[src/rtl/prss_pkg.sv]
// constants and carrier types for the power-up and reset sequencer
package prss_pkg;

    // clock rate of i_clk_sys in kHz (100 MHz)
    localparam int PRSS_CLK_KHZ = 100_000;

    // power-up initialization time, in microseconds
    localparam int PRSS_POWERUP_INIT_TIME_US = 150;
    // longest time rounds down: cycles = us * kHz / 1000
    localparam int PRSS_POWERUP_INIT_CYC =
        (PRSS_POWERUP_INIT_TIME_US * PRSS_CLK_KHZ) / 1000;
    // cycles from a reset pin rise to the init state: two sync flops
    // and the state flop; the init count gives these back
    localparam int PRSS_PIN_LAT_CYC = 3;

    // refresh sequencing: one row refresh every so many cycles
    localparam int PRSS_REFRESH_GAP_CYC = 8;
    // default starting row of the self-refresh counter
    localparam logic [12:0] PRSS_ROW_DEFAULT = 13'h0000;

    // default value of configuration register 0 (arbitrary plain value)
    localparam logic [15:0] PRSS_CFG0_DEFAULT = 16'h8f1f;
    // default value of configuration register 1 (arbitrary plain value)
    localparam logic [15:0] PRSS_CFG1_DEFAULT = 16'h0002;

    // device operating states
    typedef enum logic [1:0] {
        PRSS_ST_RESET,
        PRSS_ST_INIT,
        PRSS_ST_READY,
        PRSS_ST_DPD
    } prss_state_t;

    // configuration held by the device
    typedef struct packed {
        logic [15:0] cfg0;
        logic [15:0] cfg1;
    } prss_cfg_t;

    // status carried to the core
    typedef struct packed {
        logic        ready;
        logic        refresh_en;
        logic        init_busy;
        logic        in_dpd;
    } prss_stat_t;

endpackage

[src/rtl/prss_core.sv]
// power-up initialization, hardware reset and refresh control
`timescale 1ns/1ps
// What this block and its host must do
// [RULE_01] init completes within 150 us after power-up
// [RULE_02] host keeps select high during init
// [RULE_03] reset low at power-up delays init start
// [RULE_04] init interval runs refresh, then ready
// [RULE_05] reset restores default config, enters standby
// [RULE_06] self-refresh stops while reset low
// [RULE_07] reset low forces exit from deep power-down
// [RULE_08] reset returns refresh row counter to default
// [RULE_09] host treats array as lost after reset
// [RULE_10] host runs no transaction during reset
// [RULE_11] host waits 400 ns reset-low to select
// [RULE_12] reset pulse 200 ns, 200 ns to select
// [RULE_13] host select low limited to 4 or 1 us
// [RULE_14] host allows recovery, access, refresh gaps
// [RULE_15] host counts its own clocks for waits
module prss_core
    import prss_pkg::*;
#(
    parameter int INIT_CYC = PRSS_POWERUP_INIT_CYC, // init length, cycles
    parameter int ROW_W    = 13                     // refresh row width
) (
    // system clock and power-on reset (supply stable when released)
    input  wire logic              i_clk_sys,
    input  wire logic              i_sys_rst,
    // memory bus pins from the host
    input  wire logic              i_reset_n,
    input  wire logic              i_cs_n,
    input  wire logic              i_ck,
    // requests from the transaction core
    input  wire logic              i_dpd_enter,
    input  wire logic              i_cfg_we,
    input  wire prss_cfg_t         i_cfg_wdata,
    // state towards the transaction core
    output prss_cfg_t              o_cfg,
    output prss_stat_t             o_stat,
    output logic [ROW_W-1:0]       o_refresh_row,
    output logic                   o_refresh_pulse,
    output logic                   o_select_err
);
    // elaboration checks
    if (INIT_CYC <= PRSS_PIN_LAT_CYC) begin : g_chk_init
        $error("INIT_CYC must exceed the pin latency");
    end
    if (ROW_W < 1 || ROW_W > 13) begin : g_chk_row
        $error("ROW_W must be 1 to 13");
    end

    localparam int CNT_W = $clog2(INIT_CYC + 1);
    // the pin synchroniser and the state flop already spend part of the
    // init budget, so the counter stops that much early and ready still
    // lands inside the limit measured from the reset pin rise
    localparam logic [CNT_W-1:0] INIT_LAST =
        CNT_W'(INIT_CYC - 1 - PRSS_PIN_LAT_CYC);
    localparam logic [3:0] GAP_LAST = 4'(PRSS_REFRESH_GAP_CYC - 1);

    // synchronised pins
    logic rst_n_s;   // reset pin after two flops
    logic cs_n_s;    // select pin after two flops
    logic ck_s;      // bus clock after two flops

    // the reset pin is taken as asserted until two flops have seen it
    // high, so a power-up with the pin low never starts init early
    prss_sync #(.RESET_VAL(1'b0)) u_sync_rst (
        .i_clk_sys (i_clk_sys),
        .i_sys_rst (i_sys_rst),
        .i_async   (i_reset_n),
        .o_sync    (rst_n_s)
    );
    prss_sync #(.RESET_VAL(1'b1)) u_sync_cs (
        .i_clk_sys (i_clk_sys),
        .i_sys_rst (i_sys_rst),
        .i_async   (i_cs_n),
        .o_sync    (cs_n_s)
    );
    prss_sync #(.RESET_VAL(1'b0)) u_sync_ck (
        .i_clk_sys (i_clk_sys),
        .i_sys_rst (i_sys_rst),
        .i_async   (i_ck),
        .o_sync    (ck_s)
    );

    // state registers
    prss_state_t       state_r, state_nxt;     // operating state
    logic [CNT_W-1:0]  init_cnt_r, init_cnt_nxt; // init elapsed cycles
    logic [3:0]        gap_r, gap_nxt;         // refresh pacing
    logic [ROW_W-1:0]  row_r, row_nxt;         // self-refresh row
    prss_cfg_t         cfg_r, cfg_nxt;         // configuration
    logic              rpulse_r, rpulse_nxt;   // one row refreshed
    logic              serr_r, serr_nxt;       // select during init
    prss_stat_t        stat_r, stat_nxt;       // registered status
    logic              ck_d_r;                 // last bus clock sample
    logic              ck_rise;                // bus clock edge seen
    logic              refresh_on;             // self-refresh running

    // bus clock idles low and ck_d_r resets low, so no false edge
    // follows a system reset
    assign ck_rise = ck_s & ~ck_d_r;

    // sequencing: reset, initialization, ready, deep power-down
    always_comb begin
        state_nxt    = state_r;
        init_cnt_nxt = init_cnt_r;
        cfg_nxt      = cfg_r;
        case (state_r)
            PRSS_ST_RESET: begin
                // wait for the reset pin to go high before timing
                init_cnt_nxt = '0;
                if (rst_n_s) begin
                    state_nxt = PRSS_ST_INIT; // [RULE_03]
                end
            end
            PRSS_ST_INIT: begin
                // count the init interval; ends within the limit
                if (init_cnt_r == INIT_LAST) begin
                    state_nxt = PRSS_ST_READY; // [RULE_01] [RULE_04]
                end else begin
                    init_cnt_nxt = init_cnt_r + CNT_W'(1);
                end
            end
            PRSS_ST_READY: begin
                // normal operation: config writes, deep power-down
                if (i_cfg_we) begin
                    cfg_nxt = i_cfg_wdata;
                end
                if (i_dpd_enter && cs_n_s) begin
                    state_nxt = PRSS_ST_DPD;
                end
            end
            PRSS_ST_DPD: begin
                // only the reset pin leaves this state here
                state_nxt = PRSS_ST_DPD;
            end
            default: begin
                state_nxt = PRSS_ST_RESET;
            end
        endcase
        // reset pin low overrides everything, including deep power-down
        if (!rst_n_s) begin
            state_nxt    = PRSS_ST_RESET; // [RULE_05] [RULE_07]
            init_cnt_nxt = '0;
            cfg_nxt.cfg0 = PRSS_CFG0_DEFAULT; // [RULE_05]
            cfg_nxt.cfg1 = PRSS_CFG1_DEFAULT;
        end
    end

    // self-refresh: halted in reset and deep power-down
    always_comb begin
        refresh_on = (state_r == PRSS_ST_INIT) ||
                     (state_r == PRSS_ST_READY); // [RULE_06]
        gap_nxt    = gap_r;
        row_nxt    = row_r;
        rpulse_nxt = 1'b0;
        if (!refresh_on) begin
            // in reset, row counter back to its start so refresh restarts there
            gap_nxt = '0;
            if (state_r == PRSS_ST_RESET) begin
                row_nxt = PRSS_ROW_DEFAULT[ROW_W-1:0]; // [RULE_08]
            end
        end else if (gap_r == GAP_LAST) begin
            // init uses the same row walk to prime the array
            gap_nxt    = '0;
            row_nxt    = row_r + ROW_W'(1); // [RULE_04]
            rpulse_nxt = 1'b1;
        end else begin
            gap_nxt = gap_r + 4'(1);
        end
    end

    // status and select-during-init flag
    // status decodes the next state so it moves with state_r; the cost
    // is a longer path through the sequencing logic
    always_comb begin
        stat_nxt.ready      = (state_nxt == PRSS_ST_READY);
        stat_nxt.refresh_en = (state_nxt == PRSS_ST_INIT) ||
                              (state_nxt == PRSS_ST_READY);
        stat_nxt.init_busy  = (state_nxt == PRSS_ST_INIT);
        stat_nxt.in_dpd     = (state_nxt == PRSS_ST_DPD);
        // a select with a bus clock rise in any state but ready is a host fault; sticky till reset
        serr_nxt = serr_r;
        if (!rst_n_s) begin
            serr_nxt = 1'b0;
        end else if (!cs_n_s && ck_rise &&
                     state_r != PRSS_ST_READY) begin
            serr_nxt = 1'b1; // [RULE_02] [RULE_10]
        end
    end

    // registers
    always_ff @(posedge i_clk_sys) begin
        if (i_sys_rst) begin
            state_r    <= PRSS_ST_RESET;
            init_cnt_r <= '0;
            gap_r      <= '0;
            row_r      <= PRSS_ROW_DEFAULT[ROW_W-1:0];
            cfg_r      <= {PRSS_CFG0_DEFAULT, PRSS_CFG1_DEFAULT};
            rpulse_r   <= 1'b0;
            serr_r     <= 1'b0;
            stat_r     <= '0;
            ck_d_r     <= 1'b0;
        end else begin
            state_r    <= state_nxt;
            init_cnt_r <= init_cnt_nxt;
            gap_r      <= gap_nxt;
            row_r      <= row_nxt;
            cfg_r      <= cfg_nxt;
            rpulse_r   <= rpulse_nxt;
            serr_r     <= serr_nxt;
            stat_r     <= stat_nxt;
            ck_d_r     <= ck_s;
        end
    end

    // outputs straight from flops
    assign o_cfg           = cfg_r;
    assign o_stat          = stat_r;
    assign o_refresh_row   = row_r;
    assign o_refresh_pulse = rpulse_r;
    assign o_select_err    = serr_r;
endmodule

[src/rtl/prss_sync.sv]
// two-flop synchroniser for one level from outside the clock domain
`timescale 1ns/1ps
module prss_sync
    import prss_pkg::*;
#(
    parameter logic RESET_VAL = 1'b1  // value held during system reset
) (
    // clock and reset
    input  wire logic i_clk_sys,
    input  wire logic i_sys_rst,
    // asynchronous level in, synchronised level out
    input  wire logic i_async,
    output logic      o_sync
);
    logic meta_r;  // first stage, read only by the second
    logic meta_nxt;
    logic sync_r;  // second stage
    logic sync_nxt;

    // next values: plain shift
    always_comb begin
        meta_nxt = i_async;
        sync_nxt = meta_r;
    end

    // registers
    always_ff @(posedge i_clk_sys) begin
        if (i_sys_rst) begin
            meta_r <= RESET_VAL;
            sync_r <= RESET_VAL;
        end else begin
            meta_r <= meta_nxt;
            sync_r <= sync_nxt;
        end
    end

    assign o_sync = sync_r;
endmodule
[config.mk]
export PLATFORM = sky130hd
export DESIGN_NAME = prss_core
export DESIGN_NICKNAME = d
export VERILOG_FILES = /design/src/rtl/prss_pkg.sv /design/src/rtl/prss_core.sv /design/src/rtl/prss_sync.sv
export SDC_FILE = /design/constraint.sdc
export NUM_CORES = 1
export LEC_CHECK = 0
export ABC_AREA = 0
export BUFFER_PORTS_ARGS = -buffer_cell sky130_fd_sc_hd__buf_2
export CORE_ASPECT_RATIO = 0.6
export CORE_MARGIN = 5
export CORE_UTILIZATION = 30
export DETAILED_ROUTE_END_ITERATION = 7
export SLEW_MARGIN = 10
export SYNTH_ARGS = -nofsm -noshare
export SYNTH_HDL_FRONTEND = slang
export SYNTH_SLANG_ARGS = --single-unit
[constraint.sdc]
create_clock -name i_clk_sys -period 2.65 [get_ports i_clk_sys]
set_clock_uncertainty 0.1 [all_clocks]
set_input_delay 0.6625 -clock i_clk_sys [delete_from_list [all_inputs] [get_ports i_clk_sys]]
set_output_delay 0.6625 -clock i_clk_sys [all_outputs]
set_load 0.005 [all_outputs]
==> impl_results.md, run 1 <==
* Fin crit period at 2.44 ns
* FILL cells at 1,093
* CP arrival at 2.60 ns
* FF+latch area at 1560 um^2
* Synthesized instance count at 383
* Crit end category: flop
* Rows at 29
* DP Cell Count at 595
* Synth warn at 0
* Critical path data required time at roughly 2.8 ns
* Status: completed
* Synth-to-Final Area Change at 26.6%
* Final Instance Area at between 4000 and 5000 um^2
* Later-pin clock latency in the skew report at roughly 0.33 ns
* GRT Resource Usage Total at 12.5%
* Clock slew at reported path FFs at roughly 0.06 ns
* Hold Buf Count CTS at 0
* Sequential element share of the synthesized area at between 40% and 50%
* Total Neg Setup Slack at 0 ns
* Top-count cell post-synth: dfxtp_1
* Post-Synth Adder-Cell Area at roughly 4.2%
* Multiplexer share of the synthesized area at 1.62%
* WL final at 8030 um
* Hold Fails Final Rpt at 0
* Total grt overflow at 0
* Io pins at 90
* Sequential power share at between 50% and 60%
* Logic pwr share at 2.7%
* Max Cap Viol at 0
* Clock share of power at 47.3%
* Layout cells sized above 1 at 25.2%
* Area of the multi-input gates at roughly 1600 um^2
* CTS max path bufs at 2
* Vias per cell at 4.71
* Post-Synth XOR/XNOR Area at under 10%
* DR pass1 iterations at 5
* Initial core utilization at 30.7%
* Compound-gate portion of the synthesized area at a little under an eighth
* Flip-flop and latch count after synthesis at between 70 and 80
* EDFF count, synth at 0
* TritonCTS clock tree: built
* Die area at 13,100 um^2
* Initial antenna violation count at 0
* HP Class: flop to flop
* VDD IR max at 0.288 mV
* Max Slew Vio Count at 0
* Worst slew pin tran at a little over 0.5 ns
* Critical path fanouts, max at 12
* Synth Flop Type: dfxtp_1
* Period Utilization, post-route at 91.9%
* Largest family of logic cells by synthesized area: simple AND/OR/NAND/NOR gates
* Element type at the critical path start: flop
* Gpl congestion at 0.845
* Syn_area_per_cell at 8.47 um^2
* Root buf cell: clkbuf_16
* First-pass GRT wire length at 13,400 um
* Synth area leaders: dfxtp_1 48%, nand2_1 8.9%, a21oi_1 5.1%
* CP Class: flop to flop
* P_sw at around 520 uW
* Post-cts sizing count at 0
* Total CTS buffers at 9
* Area leader, netlist: dfxtp_1
* Slew headroom at approximately 65%
* Final non-filler cell total at about 610
* RSZ-0062 raised after global routing: false
* Final core utilization at 38.9%
* Core box area at 10,600 um^2
* Post-CTS Setup Bufs at 0
* Sw Share at 22.0%
* Detailed-route via count at between 2,000 and 3,000
* Final net count at 517
* Post-synthesis cell area at 3250 um^2
* Die width at 144 um
* Vias in the first global route at 2,691
* WHS at 0.310 ns
* Netlist cell types at 45
* DIE HEIGHT at 90.6 um
* DR iter-0 viols at between 150 and 200
* Internal Power at about 1.8 mW
* Ys async rst share at 0%
* Clk sink count at 78
* Fmax at 0.411 GHz
* Most instantiated cells after synthesis: 78 x dfxtp_1, 77 x nand2_1, 33 x a21oi_1, 26 x nand3_1, 25 x nor2_1
* Pwr dens at 576 nW/um^2
* Simple-gate share of the synthesized area at about 29%
* Post-DP HPWL at ~6000 um
* Largest net degree at the start of global routing at 33
* ANT nets after route at 0
* Final setup violation count at 0
* Ant diodes at 0
* Synthesized net count at 433
* H-tree levels at 3
* Post-synth top area share at 48.1%
* Remaining DRCs at 0
* Placed inst area at 3830 um^2
* Wirelength per Cell at 13.1 um
* I/O Buffers at 89
* Leakage at 1.64 nW
==> layer usage <==
metal | up-vias | wire, um | global-route usage [%]
li1 | 1481 | - | -
met1 | 1291 | 4080 | 18.6
met2 | 101 | 3230 | 16.4
met3 | 5 | 646 | 4.87
met4 | 0 | 84 | 3.73
met5 | - | 0 | 0
==> power by group through the flow <==
stage	clock network [mW]	logic [mW]	registers [mW]
finish	1.12	0.0643	1.18
global placement	0	0.0643	1.21
global route	1.20	0.0711	1.18
floorplan	0	0.0264	1.21
detailed placement	0	0.0643	1.21
CTS	1.15	0.0648	1.18
==> through the flow <==
stage	setup slack, ns	power (mW)
finish	0.214	2.36
global route	0.0496	2.46
CTS	0.245	2.40
detailed placement	0.261	1.27
global placement	0.326	1.27
floorplan	0.396	1.23
==> worst max-delay path, stage by stage, from the launching register on <==
cell and delay (ns):
dfxtp_1 0.40, inv_1 0.08, ha_1 0.34, nand4b_1 0.42
and2_1 0.41, or4_1 0.48, a21oi_1 0.14
==> final cells by class <==
type / instances / share of cell area, %
clock buffers: 9 / 5.48
multi-input cells: 273 / 38.1
well taps: 139 / 4.23
clock inverters: 7 / 1.25
flip-flops and latches: 78 / 38.0
inverters: 9 / 0.822
repair buffers: 96 / 12.1
==> cell usage in the layout, fill, tap and decap left out, drive strengths merged, types with 2 or more instances in the layout <==
cell type	netlist	final
nor2b	9	9
nor2	25	25
buf	3	96
clkinv	0	5
ha	11	11
a31oi	4	4
or4	2	2
and2	5	5
xor2	2	2
or2	4	4
clkinvlp	0	2
and4	3	3
and3	2	2
nand3	26	26
inv	9	9
clkbuf	20	9
nand3b	6	6
nor3b	2	2
nand4	8	8
a21oi	33	33
nand4b	3	3
o21ai	9	9
a211oi	5	5
nor4	2	2
xnor2	6	6
nor3	3	3
o211ai	2	2
nand2b	6	6
o31ai	3	3
mux2i	3	3
o41ai	3	3
dfxtp	78	78
mux2	2	2
or4b	2	2
nand2	77	77
==> kinds of logic (layout without fill, tap and decap cells) <==
kind of cell	Yosys count	in the layout
adder cells (fa/ha/maj)	11	11
AND/OR/NAND/NOR	187	187
XOR/XNOR	8	8
multiplexers	5	5
flip-flops	78	78
buffers and inverters	32	121
AO/OA/AOI/OAI	62	62
==> sequential cells by signal, summed over array words and instances (netlist names) <==
register	cells
o_cfg	32
init_cnt_r	14
o_refresh_row	13
gap_r	4
o_stat	4
state_r	2
ck_d_r	1
o_refresh_pulse	1
o_select_err	1
u_sync_ck.meta_r	1
u_sync_ck.o_sync	1
u_sync_cs.meta_r	1
u_sync_cs.o_sync	1
u_sync_rst.meta_r	1
u_sync_rst.o_sync	1
==> final timing paths <==
path,from,to,slack (ns),cells past startpoint
max,state_r[0]$_SDFF_PP0_,o_refresh_row[11]$_SDFFE_PP0P_,0.21,6
max reg2reg,state_r[0]$_SDFF_PP0_,o_refresh_row[11]$_SDFFE_PP0P_,0.21,6
min,u_sync_cs.meta_r$_SDFF_PP1_,u_sync_cs.o_sync$_SDFF_PP1_,0.31,1
min reg2reg,u_sync_cs.meta_r$_SDFF_PP1_,u_sync_cs.o_sync$_SDFF_PP1_,0.31,1
No activity file was read; power rests on OpenSTA's default activity.
==> inputs of run 2 (changes only) <==
- PLACE_DENSITY_LB_ADDON: unset -> 0.12
==> impl_results.md, run 2 (synthesized netlist as in run 1, its figures left out) <==
* Status: completed
* Post-cts sizing count at 0
* CTS max path bufs at 2
* Global route hottest layer: met1
* Critical path data required time at around 2.8 ns
* DP Cell Count at 595
* Clock slew at reported path FFs at 0.06 ns
* Rows at 29
* Core box area at 10,600 um^2
* GR met2 Demand/Resource at 16.4%
* H-tree levels at 3
* WL final at about 8600 um
* Synth-to-Final Area Change at 27.3%
* Remaining DRCs at 0
* WHS at ~0.31 ns
* Total Neg Setup Slack at 0 ns
* Crit end category: flop
* Most common cell after layout, fill and taps aside: buf_2
* Clk sink count at 78
* Die area at 13,100 um^2
* Post-CTS Setup Bufs at 0
* Fin crit period at 2.37 ns
* Leakage at 1.66 nW
* Placed inst area at 3830 um^2
* Post-DP HPWL at 6170 um
* Vias per cell at 4.72
* Most frequent cells in the layout: 89 x buf_2, 78 x dfxtp_1, 77 x nand2_1
* Setup slack after layout at 0.277 ns
* Vias in the first global route at 2,687
* Slew headroom at 22.6%
* CP arrival at 2.49 ns
* Detailed-route via count at 2,883
* DIE HEIGHT at 90.6 um
* Final Instance Area at 4130 um^2
* Fmax at 0.421 GHz
* RSZ-0062 raised after global routing: false
* Io pins at 90
* Final setup violation count at 0
* Critical path fanouts, max at 6
* Max Cap Viol at 0
* I/O Buffers at 89
* Place WS at 0.289 ns
* DR pass1 iterations at 5
* Initial core utilization at 30.7%
* Ant diodes at 0
* HP Class: flop to flop
* Hold Fails Final Rpt at 0
* Die width at 144 um
* Period Utilization, post-route at about 90%
* Later-pin clock latency in the skew report at 0.33 ns
* Final net count at 517
* Reg-to-reg slack, setup at around 0.28 ns
* Initial antenna violation count at 0
* CP Class: flop to flop
* Worst slew pin tran at 1.16 ns
* Max reg flops at 32
* Layout cells sized above 1 at 25.0%
* Pwr dens at around 600 nW/um^2
* Root buf cell: clkbuf_16
* Total CTS buffers at 9
* First-pass GRT wire length at 13,900 um
* Gpl congestion at between 0.7 and 0.8
* Largest net degree at the start of global routing at 33
* Element type at the critical path start: flop
* Wirelength per Cell at roughly 14 um
* Final non-filler cell total at 611
* VDD IR max at 0.322 mV
* GRT met3 Usage at 6.08%
* Total grt overflow at 0
* DR iter-0 viols at 196
* GRT Resource Usage Total at 13.3%
* Hold Buf Count CTS at 0
* FILL cells at approximately 1,100
* Max Slew Vio Count at 0
* GRT met1 Usage at roughly 20%
* TritonCTS clock tree: built
* ANT nets after route at 0
[run 2: final timing paths]
kind,end,start,cells past startpoint
worst max register to register,o_stat[0]$_SDFF_PP0_,init_cnt_r[3]$_SDFFE_PP0P_,6
worst min-delay path,u_sync_cs.o_sync$_SDFF_PP1_,u_sync_cs.meta_r$_SDFF_PP1_,1
worst min register to register,u_sync_cs.o_sync$_SDFF_PP1_,u_sync_cs.meta_r$_SDFF_PP1_,1
worst max-delay path,o_stat[0]$_SDFF_PP0_,init_cnt_r[3]$_SDFFE_PP0P_,6
[run 2: area by class of cell]
cell class	count	area (um^2)	share of cell area, %
clock buffers	12	256	6.21
repair buffers	96	498	12.0
inverters	9	33.8	0.817
well taps	139	174	4.21
clock inverters	4	45.0	1.09
multi-input cells	273	1560	37.8
flip-flops and latches	78	1560	37.8
[run 2: critical path, stage by stage, from the launching register on]
cell and delay (ns):
dfxtp_1 0.35, or4b_4 0.56, or4_4 0.53, a211oi_2 0.30, nor2_1 0.11, ha_1 0.20
nor2b_1 0.12
[run 2: report_power, final]
| part | leakage (nW) | internal (mW) | switching (mW) |
|---|---|---|---|
| clock network | 0.152 | 0.776 | 0.463 |
| registers | 0.630 | 1.18 | 0.00326 |
| logic | 0.875 | 0.0318 | 0.0332 |
| total | 1.66 | 1.99 | 0.500 |
[run 2: routing by layer]
layer	wire (um)	up-vias
li1	-	1481
met1	4470	1320
met2	3230	70
met3	737	12
met4	127	0
met5	0	-
[run 2: per-stage QoR]
stage | power, mW | util, %
2_1_floorplan | 1.23 | -
3_3_place_gp | 1.27 | 36.3
3_5_place_dp | 1.27 | 36.3
4_1_cts | 2.53 | 39.1
5_1_grt | 2.59 | 39.1
6_report | 2.49 | 39.1
==> inputs of run 3 (changes only) <==
- CORE_UTILIZATION: 30 -> 50
==> impl_results.md, run 3 (synthesized netlist as in run 1, its figures left out) <==
* Period Utilization, post-route at 91.3%
* HP Class: flop to flop
* Initial core utilization at 52.4%
* Clk sink count at 78
* Setup slack after layout at roughly 0.23 ns
* Placed inst area at 3770 um^2
* Leakage at 1.62 nW
* DR iter-0 viols at 153
* TritonCTS clock tree: built
* Status: completed
* Element type at the critical path start: flop
* CP Class: flop to flop
* H-tree levels at 3
* Most common cell after layout, fill and taps aside: buf_2
* Crit-path max cell delay at between 0.5 and 0.6 ns
* Root buf cell: clkbuf_8
* Slew headroom at 58.2%
* Synth-to-Final Area Change at 23.0%
* Max Cap Viol at 0
* Final setup violation count at 0
* Final net count at 518
* Die width at 114 um
* Total CTS buffers at 9
* Fmax at 0.413 GHz
* Clock slew at reported path FFs at 0.08 ns
* I/O Buffers at 89
* CP arrival at 2.56 ns
* Final core utilization at 64.4%
* Max Slew Vio Count at 0
* Ant diodes at 0
* Crit end category: flop
* Post-cts sizing count at 0
* First-pass GRT wire length at about 13,000 um
* Total Neg Setup Slack at 0 ns
* Pwr dens at about 560 nW/um^2
* Vias in the first global route at between 2,000 and 3,000
* CTS max path bufs at 2
* Place WS at 0.269 ns
* Vias per cell at 5.24
* Post-CTS Setup Bufs at 0
* FILL cells at 560
* DR pass1 iterations at 4
* Post-DP HPWL at 5940 um
* Critical Path Slowest Stage Cell: or4b_4
* Core box area at roughly 6200 um^2
* Fin crit period at 2.42 ns
* Critical path fanouts, max at 6
* Worst slew pin tran at 0.622 ns
* DP Cell Count at roughly 540
* Power, Total at roughly 2.2 mW
* Hold Buf Count CTS at 0
* Die area at 8260 um^2
* Remaining DRCs at 0
* Max reg flops at 32
* Largest net degree at the start of global routing at 33
* WL final at between 7000 and 8000 um
* Initial antenna violation count at 0
* Detailed-route via count at 2,919
* DIE HEIGHT at just over 70 um
* Gpl congestion at between 0.8 and 0.9
* Hold Fails Final Rpt at 0
* Later-pin clock latency in the skew report at 0.35 ns
* CP Cell Sequence: or4b_4 -> or4_4 -> a211oi_2 -> nor2_1 -> ha_1 -> nor2b_1
* Final Instance Area at 3990 um^2
* WHS at 0.324 ns
* Reg-to-reg slack, setup at 0.23 ns
* Layout cells sized above 1 at between 20 and 30%
* Final non-filler cell total at 557
* Total grt overflow at 0
* GRT Resource Usage Total at just under 20%
* Io pins at 90
* Critical path data required time at roughly 2.8 ns
* Most frequent cells in the layout: 89 x buf_2, 78 x dfxtp_1, 77 x nand2_1
* ANT nets after route at 0
* Rows at 22
* RSZ-0062 raised after global routing: false
* VDD IR max at 0.308 mV
* Wirelength per Cell at around 14 um
## run 3: cell count changes in the layout (fill, tap and decap cells not counted), moves of 2 or more
| cell | previous run | this run |
|---|---|---|
| clkbuf_8 | 2 | 9 |
| clkinvlp_4 | 0 | 2 |
| clkbuf_16 | 9 | 0 |
| clkinv_2 | 3 | 1 |
## run 3: routing by layer
layer	vias to the layer above	share of wire, %	global-route usage (%)
li1	1487	-	-
met1	1317	48	28.3
met2	105	40	26.7
met3	10	10	8.67
met4	0	1.2	6.46
met5	-	0	0
## run 3: where the power goes
| group | switching, mW | total, mW | internal (mW) |
|---|---|---|---|
| combinational | 0.0320 | 0.0638 | 0.0318 |
| clock | 0.444 | 0.977 | 0.533 |
| sequential | 0.00318 | 1.18 | 1.18 |
| total | 0.479 | 2.22 | 1.74 |
## run 3: final timing paths
path / startpoint / endpoint / depth (start not counted)
min: u_sync_cs.meta_r$_SDFF_PP1_ / u_sync_cs.o_sync$_SDFF_PP1_ / 1
min reg2reg: u_sync_cs.meta_r$_SDFF_PP1_ / u_sync_cs.o_sync$_SDFF_PP1_ / 1
max reg2reg: init_cnt_r[3]$_SDFFE_PP0P_ / o_stat[0]$_SDFF_PP0_ / 6
max: init_cnt_r[3]$_SDFFE_PP0P_ / o_stat[0]$_SDFF_PP0_ / 6
## run 3: area by class of cell
cell class | instances | area [um^2] | area share [%]
multi-input combinational | 273 | 1560 | 39.2
sequential | 78 | 1560 | 39.1
timing repair buffer | 97 | 505 | 12.7
clock buffer | 9 | 124 | 3.10
tap | 84 | 105 | 2.63
clock inverter | 7 | 97.6 | 2.45
inverter | 9 | 33.8 | 0.846
## run 3: worst max-delay path, delay by kind of cell (launching register included)
| kind | cells | cell delay [ns] |
|---|---|---|
| simple gates | 4 | 1.34 |
| compound gates | 1 | 0.31 |
| fa+ha+maj | 1 | 0.20 |
| flops | 1 | 0.37 |
